[src/logic/ffc_map.svh]
// Offsets, command codes and timing counts of the flash command host.
`ifndef FFC_MAP_SVH
`define FFC_MAP_SVH
`define FFC_CTRL_OFF 12'h000
`define FFC_ADDR_OFF 12'h004
`define FFC_WDATA_OFF 12'h008
`define FFC_STAT_OFF 12'h00C
`define FFC_UNLK1_ADDR 17'h05555
`define FFC_UNLK2_ADDR 17'h02AAA
`define FFC_CMD_ADDR 17'h05555
`define FFC_UNLK1_DATA 8'hAA
`define FFC_UNLK2_DATA 8'h55
`define FFC_CMD_PROG 8'hA0
`define FFC_CMD_SETUP 8'h80
`define FFC_CMD_CHIP 8'h10
`define FFC_CMD_SECT 8'h30
`define FFC_CMD_SUSP 8'hB0
`define FFC_CMD_RESUME 8'h30
`define FFC_CMD_RESET 8'hF0
`define FFC_POLL_BIT 7
`define FFC_TOGGLE_BIT 6
`define FFC_TIMEOUT_BIT 5
`define FFC_WINDOW_BIT 3
`define FFC_CLK_NS 40
`define FFC_WE_LOW_NS 80
`define FFC_WE_LOW_CYC ((`FFC_WE_LOW_NS + `FFC_CLK_NS - 1) / `FFC_CLK_NS)
`define FFC_ACC_NS 120
`define FFC_SYNC_CYC 2
`define FFC_RD_CYC (((`FFC_ACC_NS + `FFC_CLK_NS - 1) / `FFC_CLK_NS) + `FFC_SYNC_CYC)
`endif

[src/logic/ffc_pkg.sv]
// Types shared by the flash command host.
package ffc_pkg;
	typedef enum logic [2:0] {
		FFC_OP_READ = 3'h0,
		FFC_OP_PROG = 3'h1,
		FFC_OP_CHIP = 3'h2,
		FFC_OP_SECT = 3'h3,
		FFC_OP_ADD = 3'h4,
		FFC_OP_SUSP = 3'h5,
		FFC_OP_RESUME = 3'h6,
		FFC_OP_RESET = 3'h7
	} ffc_op_e;
	typedef enum logic [5:0] {
		FFC_IDLE = 6'h01,
		FFC_WSET = 6'h02,
		FFC_WLOW = 6'h04,
		FFC_WHIGH = 6'h08,
		FFC_RWAIT = 6'h10,
		FFC_RCHK = 6'h20
	} ffc_state_e;
endpackage
[src/logic/ffc_host.sv]
// APB-controlled host that sequences commands and status polls on a byte-wide flash.
`timescale 1ns/100ps
`include "ffc_map.svh"
module ffc_host import ffc_pkg::*; (
	// Clock and reset.
	input wire logic CLK_IN,
	input wire logic RESETN_IN,
	// APB slave.
	input wire logic PSEL_IN,
	input wire logic PENABLE_IN,
	input wire logic PWRITE_IN,
	input wire logic [11:0] PADDR_IN,
	input wire logic [31:0] PWDATA_IN,
	output logic [31:0] PRDATA_OUT,
	output logic PREADY_OUT,
	output logic PSLVERR_OUT,
	// Flash pins.
	output logic [16:0] FL_ADDR_OUT,
	output logic [7:0] FL_DQ_OUT,
	output logic FL_DQ_OE_N_OUT,
	input wire logic [7:0] FL_DQ_IN,
	output logic FL_CE_N_OUT,
	output logic FL_WE_N_OUT,
	output logic FL_OE_N_OUT
);
	ffc_state_e state, next_state;
	ffc_op_e op, next_op;
	logic [16:0] addr, next_addr, fl_addr, next_fl_addr;
	logic [7:0] wdata, next_wdata, dq, next_dq, rd, next_rd, prev, next_prev;
	logic [7:0] dq_s1, dq_s2;
	logic [3:0] cnt, next_cnt;
	logic [2:0] step, next_step;
	logic busy, next_busy, done, next_done, fail, next_fail;
	logic rejected, next_rejected, have_prev, next_have_prev;
	logic fail_pend, next_fail_pend, post, next_post;
	logic ce_n, next_ce_n, we_n, next_we_n, oe_n, next_oe_n, dq_oe_n, next_dq_oe_n;
	logic last_eq, next_last_eq;
	logic apb_wr, go, bad_addr;

	// Address and data of write cycle k of an operation.
	function automatic logic [24:0] wr_cycle(input ffc_op_e o, input logic [2:0] k,
		input logic [16:0] a, input logic [7:0] d);
		logic [24:0] r;
		r = {a, `FFC_CMD_RESET};
		case (o)
			FFC_OP_PROG, FFC_OP_CHIP, FFC_OP_SECT: begin
				case (k)
					3'h0, 3'h3: r = {`FFC_UNLK1_ADDR, `FFC_UNLK1_DATA};
					3'h1, 3'h4: r = {`FFC_UNLK2_ADDR, `FFC_UNLK2_DATA};
					3'h2: r = {`FFC_CMD_ADDR, (o == FFC_OP_PROG) ? `FFC_CMD_PROG : `FFC_CMD_SETUP};
					default: r = {(o == FFC_OP_CHIP) ? `FFC_CMD_ADDR : a,
						(o == FFC_OP_CHIP) ? `FFC_CMD_CHIP : `FFC_CMD_SECT};
				endcase
				if (o == FFC_OP_PROG && k == 3'h3) begin
					r = {a, d};
				end
			end
			FFC_OP_ADD: r = {a, `FFC_CMD_SECT};
			FFC_OP_SUSP: r = {a, `FFC_CMD_SUSP};
			FFC_OP_RESUME: r = {a, `FFC_CMD_RESUME};
			default: r = {a, `FFC_CMD_RESET};
		endcase
		return r;
	endfunction

	// Number of write cycles of an operation.
	function automatic logic [2:0] wr_count(input ffc_op_e o);
		case (o)
			FFC_OP_PROG: return 3'h4;
			FFC_OP_CHIP, FFC_OP_SECT: return 3'h6;
			FFC_OP_READ: return 3'h0;
			default: return 3'h1;
		endcase
	endfunction

	assign apb_wr = PSEL_IN && PENABLE_IN && PWRITE_IN;
	assign go = apb_wr && PADDR_IN == `FFC_CTRL_OFF && !busy;
	assign bad_addr = PADDR_IN[1:0] != 2'h0 || PADDR_IN > `FFC_STAT_OFF;
	assign PREADY_OUT = 1'b1;
	assign PSLVERR_OUT = PSEL_IN && PENABLE_IN && bad_addr;
	always_comb begin
		PRDATA_OUT = 32'h0;
		case (PADDR_IN)
			`FFC_CTRL_OFF: PRDATA_OUT = {29'h0, op};
			`FFC_ADDR_OFF: PRDATA_OUT = {15'h0, addr};
			`FFC_WDATA_OFF: PRDATA_OUT = {24'h0, wdata};
			`FFC_STAT_OFF: PRDATA_OUT = {16'h0, rd, 4'h0, rejected, fail, done, busy};
			default: PRDATA_OUT = 32'h0;
		endcase
	end
	assign FL_ADDR_OUT = fl_addr;
	assign FL_DQ_OUT = dq;
	assign FL_DQ_OE_N_OUT = dq_oe_n;
	assign FL_CE_N_OUT = ce_n;
	assign FL_WE_N_OUT = we_n;
	assign FL_OE_N_OUT = oe_n;

	always_comb begin
		logic [24:0] cyc;
		logic settled;
		cyc = wr_cycle(op, step, addr, wdata);
		settled = 1'b0;
		next_state = state;
		next_op = op;
		next_addr = addr;
		next_wdata = wdata;
		next_fl_addr = fl_addr;
		next_dq = dq;
		next_rd = rd;
		next_prev = prev;
		next_cnt = cnt;
		next_step = step;
		next_busy = busy;
		next_done = done;
		next_fail = fail;
		next_rejected = rejected;
		next_have_prev = have_prev;
		next_fail_pend = fail_pend;
		next_post = post;
		next_ce_n = ce_n;
		next_we_n = we_n;
		next_oe_n = oe_n;
		next_dq_oe_n = dq_oe_n;
		next_last_eq = last_eq;
		if (apb_wr && PADDR_IN == `FFC_ADDR_OFF && !busy) begin
			next_addr = PWDATA_IN[16:0];
		end
		if (apb_wr && PADDR_IN == `FFC_WDATA_OFF && !busy) begin
			next_wdata = PWDATA_IN[7:0];
		end
		case (state)
			FFC_IDLE: begin
				if (go) begin
					next_op = ffc_op_e'(PWDATA_IN[2:0]);
					next_busy = 1'b1;
					next_done = 1'b0;
					next_fail = 1'b0;
					next_rejected = 1'b0;
					next_have_prev = 1'b0;
					next_fail_pend = 1'b0;
					next_post = 1'b0;
					next_step = 3'h0;
					// A sector load first reads, then writes, then reads the window bit.
					if (PWDATA_IN[2:0] == FFC_OP_READ || PWDATA_IN[2:0] == FFC_OP_ADD) begin
						next_state = FFC_RWAIT;
						next_ce_n = 1'b0;
						next_oe_n = 1'b0;
						next_fl_addr = next_addr;
						next_cnt = 4'(`FFC_RD_CYC);
					end else begin
						next_state = FFC_WSET;
					end
				end
			end
			FFC_WSET: begin
				// Output enable is raised before the strobe can fall.
				next_fl_addr = cyc[24:8];
				next_dq = cyc[7:0];
				next_dq_oe_n = 1'b0;
				next_oe_n = 1'b1;
				next_ce_n = 1'b0;
				next_state = FFC_WLOW;
				// One extra count gives a setup cycle before the strobe falls.
				next_cnt = 4'(`FFC_WE_LOW_CYC + 1);
			end
			FFC_WLOW: begin
				// Address and data were launched a cycle earlier, so the flash latches settled values.
				next_cnt = cnt - 4'h1;
				next_we_n = 1'b0;
				if (cnt == 4'h1) begin
					next_we_n = 1'b1;
					next_state = FFC_WHIGH;
				end
			end
			FFC_WHIGH: begin
				next_ce_n = 1'b1;
				next_dq_oe_n = 1'b1;
				next_step = step + 3'h1;
				// The whole sequence runs back to back so loads land inside the window.
				if (step + 3'h1 < wr_count(op)) begin
					next_state = FFC_WSET;
				end else if (fail_pend || op == FFC_OP_RESET) begin
					next_state = FFC_IDLE;
					next_busy = 1'b0;
					next_done = 1'b1;
				end else begin
					next_state = FFC_RWAIT;
					next_post = 1'b1;
					next_ce_n = 1'b0;
					next_oe_n = 1'b0;
					next_fl_addr = addr;
					next_cnt = 4'(`FFC_RD_CYC);
				end
			end
			FFC_RWAIT: begin
				next_cnt = cnt - 4'h1;
				if (cnt == 4'h1) begin
					next_rd = dq_s2;
					next_ce_n = 1'b1;
					next_oe_n = 1'b1;
					next_state = FFC_RCHK;
				end
			end
			FFC_RCHK: begin
				settled = have_prev && rd[`FFC_TOGGLE_BIT] == prev[`FFC_TOGGLE_BIT];
				next_prev = rd;
				next_have_prev = 1'b1;
				next_state = FFC_IDLE;
				next_busy = 1'b0;
				next_done = 1'b1;
				if (op == FFC_OP_READ) begin
					next_state = FFC_IDLE;
				end else if (op == FFC_OP_ADD && !post) begin
					next_state = FFC_WSET;
					next_busy = 1'b1;
					next_done = 1'b0;
				end else if (op == FFC_OP_ADD) begin
					next_rejected = rd[`FFC_WINDOW_BIT];
				end else if (settled && (op == FFC_OP_SUSP || op == FFC_OP_RESUME
					|| (op == FFC_OP_PROG && rd[`FFC_POLL_BIT] == wdata[`FFC_POLL_BIT])
					|| (op != FFC_OP_PROG && rd[`FFC_POLL_BIT]))) begin
					next_last_eq = 1'b1;
				end else if (have_prev && !settled && rd[`FFC_TIMEOUT_BIT]
					&& prev[`FFC_TIMEOUT_BIT]) begin
					// The read that sees completion returns array data, so one timeout bit
					// alone is not trusted. A locked algorithm only ends through the reset code.
					next_fail = 1'b1;
					next_fail_pend = 1'b1;
					next_op = FFC_OP_RESET;
					next_step = 3'h0;
					next_state = FFC_WSET;
					next_busy = 1'b1;
					next_done = 1'b0;
				end else begin
					next_last_eq = 1'b0;
					next_state = FFC_RWAIT;
					next_busy = 1'b1;
					next_done = 1'b0;
					next_ce_n = 1'b0;
					next_oe_n = 1'b0;
					next_cnt = 4'(`FFC_RD_CYC);
				end
			end
			default: next_state = FFC_IDLE;
		endcase
	end

	always_ff @(posedge CLK_IN) begin
		dq_s1 <= FL_DQ_IN;
		dq_s2 <= dq_s1;
		if (!RESETN_IN) begin
			state <= FFC_IDLE;
			op <= FFC_OP_READ;
			addr <= 17'h0;
			wdata <= 8'h0;
			fl_addr <= 17'h0;
			dq <= 8'h0;
			rd <= 8'h0;
			prev <= 8'h0;
			cnt <= 4'h0;
			step <= 3'h0;
			busy <= 1'b0;
			done <= 1'b0;
			fail <= 1'b0;
			rejected <= 1'b0;
			have_prev <= 1'b0;
			fail_pend <= 1'b0;
			post <= 1'b0;
			ce_n <= 1'b1;
			we_n <= 1'b1;
			oe_n <= 1'b1;
			dq_oe_n <= 1'b1;
			last_eq <= 1'b0;
		end else begin
			state <= next_state;
			op <= next_op;
			addr <= next_addr;
			wdata <= next_wdata;
			fl_addr <= next_fl_addr;
			dq <= next_dq;
			rd <= next_rd;
			prev <= next_prev;
			cnt <= next_cnt;
			step <= next_step;
			busy <= next_busy;
			done <= next_done;
			fail <= next_fail;
			rejected <= next_rejected;
			have_prev <= next_have_prev;
			fail_pend <= next_fail_pend;
			post <= next_post;
			ce_n <= next_ce_n;
			we_n <= next_we_n;
			oe_n <= next_oe_n;
			dq_oe_n <= next_dq_oe_n;
			last_eq <= next_last_eq;
		end
	end
endmodule

[config.mk]
export PLATFORM = sky130hd
export DESIGN_NAME = ffc_host
export DESIGN_NICKNAME = d
export VERILOG_FILES = /design/src/logic/ffc_pkg.sv /design/src/logic/ffc_host.sv
export VERILOG_INCLUDE_DIRS = /design/src /design/src/logic
export SDC_FILE = /design/constraint.sdc
export NUM_CORES = 1
export LEC_CHECK = 0
export BUFFER_PORTS_ARGS = -buffer_cell sky130_fd_sc_hd__buf_2
export CORE_MARGIN = 1
export CORE_UTILIZATION = 45
export CTS_CLUSTER_SIZE = 40
export DETAILED_ROUTE_END_ITERATION = 8
export GPL_TIMING_DRIVEN = 0
export HOLD_SLACK_MARGIN = 0.08
export PLACE_DENSITY = 0.69
export SKIP_CTS_REPAIR_TIMING = 1
export SLEW_MARGIN = 30
export SYNTH_ARGS = -nofsm -noshare
export SYNTH_HDL_FRONTEND = slang
export SYNTH_SLANG_ARGS = --single-unit
[constraint.sdc]
create_clock -name CLK_IN -period 8.2 [get_ports CLK_IN]
set_clock_uncertainty 0.15 [all_clocks]
set_input_delay 1.64 -clock CLK_IN [delete_from_list [all_inputs] [get_ports CLK_IN]]
set_output_delay 1.64 -clock CLK_IN [all_outputs]
set_load 0.05 [all_outputs]
* Word level (Yosys, flattened, before mapping)
Index checks and enable logic that the tools add are counted.
** Storage, ports and cells
- Register bits :: 107
- Input port bits :: 57
- Logic and storage cells :: 219
** Operators by class
- Add/sub/neg operators :: 2
- $lt $le $gt $ge :: 2
- Equal/unequal tests :: 39
- Mux-type cells :: 97
- Reduce and logical (&&, ||, !) cells :: 57
** Operators with widths (number)
- one-hot mux 25 bit (3 select lines) :: 2
- 2-to-1 mux 17 bit :: 6
- one-hot mux 17 bit (4 select lines) :: 1
- one-hot mux 17 bit (3 select lines) :: 1
- 2-to-1 mux 5 bit :: 8
- 2-to-1 mux 3 bit :: 13
- 2-to-1 mux 1 bit :: 37
- 2-to-1 mux 4 bit :: 9
- one-hot mux 6 bit (6 select lines) :: 1
- 2-to-1 mux 6 bit :: 5
- != test 2 bit, second input constant :: 14
- 2-to-1 mux 25 bit :: 1
- == test 12 x 4 -> 1 bit, second input constant :: 2
- one-hot mux 4 bit (5 select lines) :: 1
- == test 3 bit, second input constant :: 6
- logical AND 1 bit :: 18
- one-hot mux 3 bit (3 select lines) :: 2
- AND reduction 7 bit :: 2
- == test 12 x 3 -> 1 bit, second input constant :: 1
- == test 3 x 2 -> 1 bit, second input constant :: 4
- greater-than comparator 12 x 4 -> 1 bit, second input constant :: 1
- logical NOT 12 bit :: 1
- AND reduction 11 bit :: 1
- one-hot mux 1 bit (2 select lines) :: 5
- 30 further kinds :: 55

* Depth between registers and ports, before layout
- Depth after elaboration :: 12
- Mapped depth :: 13

* Worst setup path after synthesis
Ideal clock, no wire load.
- Kind :: in2out
- Start :: in PADDR_IN[7]
- End :: out PRDATA_OUT[16]
- Data arrival time :: 3.700 ns
- Data required time :: 6.410 ns
- Setup slack :: 2.710 ns
- Cell stages on the path :: 5
- Path buffers :: 1
- Path through :: nor4_4 and3_1 clkbuf_1 nand2_1 nor3b_1
** On the way
- Longest elaborated chain between the ends :: 2
- Elaborated cells between the ends (all ways) :: 5
- Classes of those cells :: 3 x eq/ne; 1 x mux; 1 x reduce/logical
** RTL lines
- start, declared :: RTL line ffc_host.sv:12 : input wire logic [11:0] PADDR_IN,
- == test 12 x 4 -> 1 bit, or another cell as far along :: RTL line ffc_host.sv:83 : case (PADDR_IN)
- one-hot mux 17 bit (4 select lines) * :: RTL line ffc_host.sv:83
- end, declared :: RTL line ffc_host.sv:14 : output logic [31:0] PRDATA_OUT,
Mark *: on every way between the ends. The rest lies on a longest branch, timed or not.

* Final worst setup path
Same ends and word-level chain as after synthesis.

==> out/results.txt <==
Across the VDD grid, the largest voltage drop is 0.138 mV. The clock network is responsible for 29.9% of the overall power. STA classifies the critical path startpoint as a primary input. The post-DP HPWL was 10800 um; the post-synthesis sequential element count was 102. Counting the buffers created by CTS gives 9. The die covers 11500 um2.

The run gives 2040 um2 as the flip-flop and latch area. For this block, the routed nets add up to 14200 um of wire. For the pin with the worst max-slew slack, the measured transition is 0.976 ns. The synthesis warning total was 0; the final-layout setup total negative slack was 0 ns. Via density per instance: 5.51. The tools report the number of inserted diodes as 0.

The finished layout holds 844 standard cells, fillers aside. Fill cells in the final layout number 1043. For the number of H-tree branching levels, the log shows 3.

The max-slew violation count is 0, and the die extent in y is 107 um. The area inside the core boundary is 10800 um2. The congestion estimate from routability-driven global placement came to 0.920. Number of antenna violations at the first check in global routing: 0. The tools report the instance count after placement with tap cells included as 828. The number of unique standard cell types used by synthesis was 67. Measured along the x axis, the die boundary spans 107 um. Dividing the final minimum period by the clock period gives 63.8%.

Clock-pin slew was measured on the worst setup and hold paths at 0.09 ns. Sequential cells were found to cover 40.9% of the synthesized design area. The worst max-slew margin expressed relative to the limit was 34.9%; the maximum number of pins on one net before global-route repair was 18. The maximum fanout encountered on the critical timing path is 9. After synthesis, the share of flip-flops with an asynchronous set or reset is 0%.

For this run, design rule violations remaining after detail routing come to 0. STA classifies the critical path endpoint as an output pin. In the final design database the tool counted 765 nets. Count of routing violations after the opening detailed-route iteration: 412. The cell area that synthesis handed to floorplanning was 5000 um2. The minimum clock period is 5.23 ns. In the final layout, the multi-input gates occupy 2660 um2. The tool flagged a number of max-cap violations equal to 0. Master cell of the clock root buffer: sky130_fd_sc_hd__clkbuf_8. The run finished with clean final reports. For this design the ratio of total power to cell area is 220 nW/um2.

The dominant cell type by area after synthesis is sky130_fd_sc_hd__dfxtp_1. Of the cells placed in the final design, the portion with a size suffix greater than 1 is 22.6%. The buffer depth of the longest clock path is 2. TritonCTS built the clock tree. For the combinational share of power, the log shows 28.8%. For the sequential group share of total power, the log shows 41.3%. The tools report the data arrival time of the critical path as 3.44 ns. The clock net in this run drives a total of 102 sinks. Counting flops with a built-in enable in the synthesized netlist gives 0. The switching fraction of total power was 34.8%. The run gives 0.39 ns as the clock latency reported for the late side of the worst-skew pair.

Type of the worst setup path: in -> out. In this run the tool buffered the top-level ports with 86 buffer cells. Global routing used 25.1% of the available tracks. Across all layers, the routed design uses 4653 vias. Relative to the synthesized area, the layout overhead comes to 18.1%. The initial utilization of the core area, before any placement, comes to 46.1%.

The mean routed wirelength per cell works out to 16.8 um. In the layout the commonest cells are sky130_fd_sc_hd__dfxtp_1, sky130_fd_sc_hd__buf_2, sky130_fd_sc_hd__nand2_1. Path type of the worst min-delay path: reg -> reg.

Of the post-synthesis cell area, the dominant cell type holds 40.9%. Setup repair after global routing left no endpoint under its margin. The first-pass GRT wire length is 21800 um.

In this run the static leakage power is 2.54 nW. STA puts the critical path data required time at 6.41 ns. The primary flip-flop cell chosen by synthesis mapping is sky130_fd_sc_hd__dfxtp_1.

The most common cell after layout, fill and taps aside was sky130_fd_sc_hd__dfxtp_1. For the hold violation count in the final report, the log shows 0. The number of global-route vias before repair came out at 4319. The tools report the first-pass iteration count of the detailed router as 5. By area the synthesized netlist is led by sky130_fd_sc_hd__dfxtp_1, sky130_fd_sc_hd__nand2_1, sky130_fd_sc_hd__mux2i_1. Mean instance size in the synthesized netlist: 8.50 um2. Derived from the worst setup path, the maximum achievable clock frequency is 191 MHz. Setup violations remaining at the end of the flow were counted as 0. The internal cell power came out at 847 uW.

Global routing finished with a remaining overflow of 0. Summed over all nets, the switching power comes to 451 uW. Number of routed nets with antenna violations: 0.

The post-synthesis instance total is 588, and the site row count is 38. 120 I/O pins were placed.
-- worst max-delay path, stage by stage --
cell and delay (ns):
sky130_fd_sc_hd__buf_2 0.11, sky130_fd_sc_hd__nor4_4 0.37, sky130_fd_sc_hd__and3_1 0.20, sky130_fd_sc_hd__clkbuf_1 0.23
sky130_fd_sc_hd__nand2_1 0.27, sky130_fd_sc_hd__nor3b_1 0.31, sky130_fd_sc_hd__buf_2 0.31
-- kinds of logic after synthesis --
group / count (synthesis) / synth area share, %
other: 2 / 0.150
muxes: 30 / 6.93
DFF: 102 / 40.9
buffers and inverters: 62 / 6.98
AOI/OAI and AO/OA: 143 / 17.7
adders and majority gates: 9 / 2.25
and+or+nand+nor: 234 / 24.0
xor gates and xnor gates: 6 / 1.05
-- power by group through the flow --
| stage | combinational [mW] | clock (mW) | sequential (mW) |
|---|---|---|---|
| after floorplan | 0.263 | 0 | 0.554 |
| after global placement | 0.355 | 0 | 0.547 |
| after detailed placement | 0.363 | 0 | 0.547 |
| after CTS | 0.364 | 0.391 | 0.536 |
| after global routing | 0.406 | 0.409 | 0.539 |
| final | 0.374 | 0.388 | 0.536 |
-- sequential cells by signal, summed over array words and instances (netlist names) --
signal and flops:
FL_OE_N_OUT 1, cnt 4, addr 17, prev 2, busy 1, FL_CE_N_OUT 1, op 3, rd 8
FL_ADDR_OUT 17, rejected 1, dq_s2 8, post 1, state 6, FL_DQ_OUT 8, dq_s1 8, step 3
done 1, fail_pend 1, have_prev 1, wdata 8, FL_DQ_OE_N_OUT 1, FL_WE_N_OUT 1
-- per-layer routing --
metal	global-route usage [%]	share of wire [%]	up-vias
met5	0	0	-
met4	12.4	3.5	0
met3	4.00	7.2	37
met2	41.2	47	198
met1	31.8	43	2137
li1	-	-	2281
-- per-stage QoR --
stage / cell area [um2] / setup slack (ns) / power (mW) / util (%) / hold slack (ns)
after detailed placement: 5660 / 2.98 / 0.910 / 52.2 / 0.162
after global placement: 5660 / 2.99 / 0.902 / 52.2 / 0.160
after global routing: 5900 / 2.86 / 1.35 / 54.4 / 0.190
final: 5900 / 2.97 / 1.30 / 54.4 / 0.184
after CTS: 5900 / 2.97 / 1.29 / 54.4 / 0.184
after floorplan: 5050 / 2.71 / 0.817 / - / 0.160
-- layout make-up --
cell class              instances  share of cell area [%]
multi-input cells             438                    45.1
flip-flops and latches        102                    34.6
repair buffers                 86                    7.29
plain buffers                  50                    5.15
well taps                     140                    2.97
clock buffers                   9                    2.10
clock inverters                 7                    2.06
inverters                      12                   0.763
-- Yosys cell counts, types with 2 or more instances --
| library cell | number |
|---|---|
| sky130_fd_sc_hd__nor3b_1 | 3 |
| sky130_fd_sc_hd__xor2_1 | 4 |
| sky130_fd_sc_hd__a22oi_1 | 7 |
| sky130_fd_sc_hd__a31oi_1 | 21 |
| sky130_fd_sc_hd__mux4_1 | 2 |
| sky130_fd_sc_hd__buf_4 | 19 |
| sky130_fd_sc_hd__and4b_1 | 3 |
| sky130_fd_sc_hd__nand2_1 | 78 |
| sky130_fd_sc_hd__nor2b_1 | 3 |
| sky130_fd_sc_hd__a21oi_1 | 38 |
| sky130_fd_sc_hd__dfxtp_1 | 102 |
| sky130_fd_sc_hd__mux2i_1 | 26 |
| sky130_fd_sc_hd__clkbuf_1 | 14 |
| sky130_fd_sc_hd__nor4_4 | 4 |
| sky130_fd_sc_hd__buf_6 | 4 |
| sky130_fd_sc_hd__buf_2 | 12 |
| sky130_fd_sc_hd__or3_1 | 4 |
| sky130_fd_sc_hd__nor3_4 | 2 |
| sky130_fd_sc_hd__conb_1 | 2 |
| sky130_fd_sc_hd__xnor2_1 | 2 |
| sky130_fd_sc_hd__nor3_1 | 15 |
| sky130_fd_sc_hd__nand3_1 | 22 |
| sky130_fd_sc_hd__a311oi_1 | 2 |
| sky130_fd_sc_hd__ha_1 | 9 |
| sky130_fd_sc_hd__nor2_2 | 2 |
| sky130_fd_sc_hd__nand4_1 | 3 |
| sky130_fd_sc_hd__nor2_1 | 61 |
| sky130_fd_sc_hd__o21ai_0 | 30 |
| sky130_fd_sc_hd__a211oi_1 | 7 |
| sky130_fd_sc_hd__and3_1 | 10 |
| sky130_fd_sc_hd__o211ai_1 | 3 |
| sky130_fd_sc_hd__inv_1 | 12 |
| sky130_fd_sc_hd__nor4_1 | 4 |
| sky130_fd_sc_hd__o21ai_1 | 15 |
| sky130_fd_sc_hd__nand2b_1 | 5 |
| sky130_fd_sc_hd__a21o_1 | 3 |
| sky130_fd_sc_hd__and2_1 | 5 |
-- final timing paths --
path         slack [ns]   startpoint  cells after the start         endpoint
max                2.97  PADDR_IN[7]                      7   PRDATA_OUT[16]
min                0.18     dq_s1[5]                      0         dq_s2[5]
max reg2reg        5.06        op[0]                     10  FL_ADDR_OUT[16]
min reg2reg        0.18     dq_s1[5]                      0         dq_s2[5]
(Power assumes the default switching activity.)
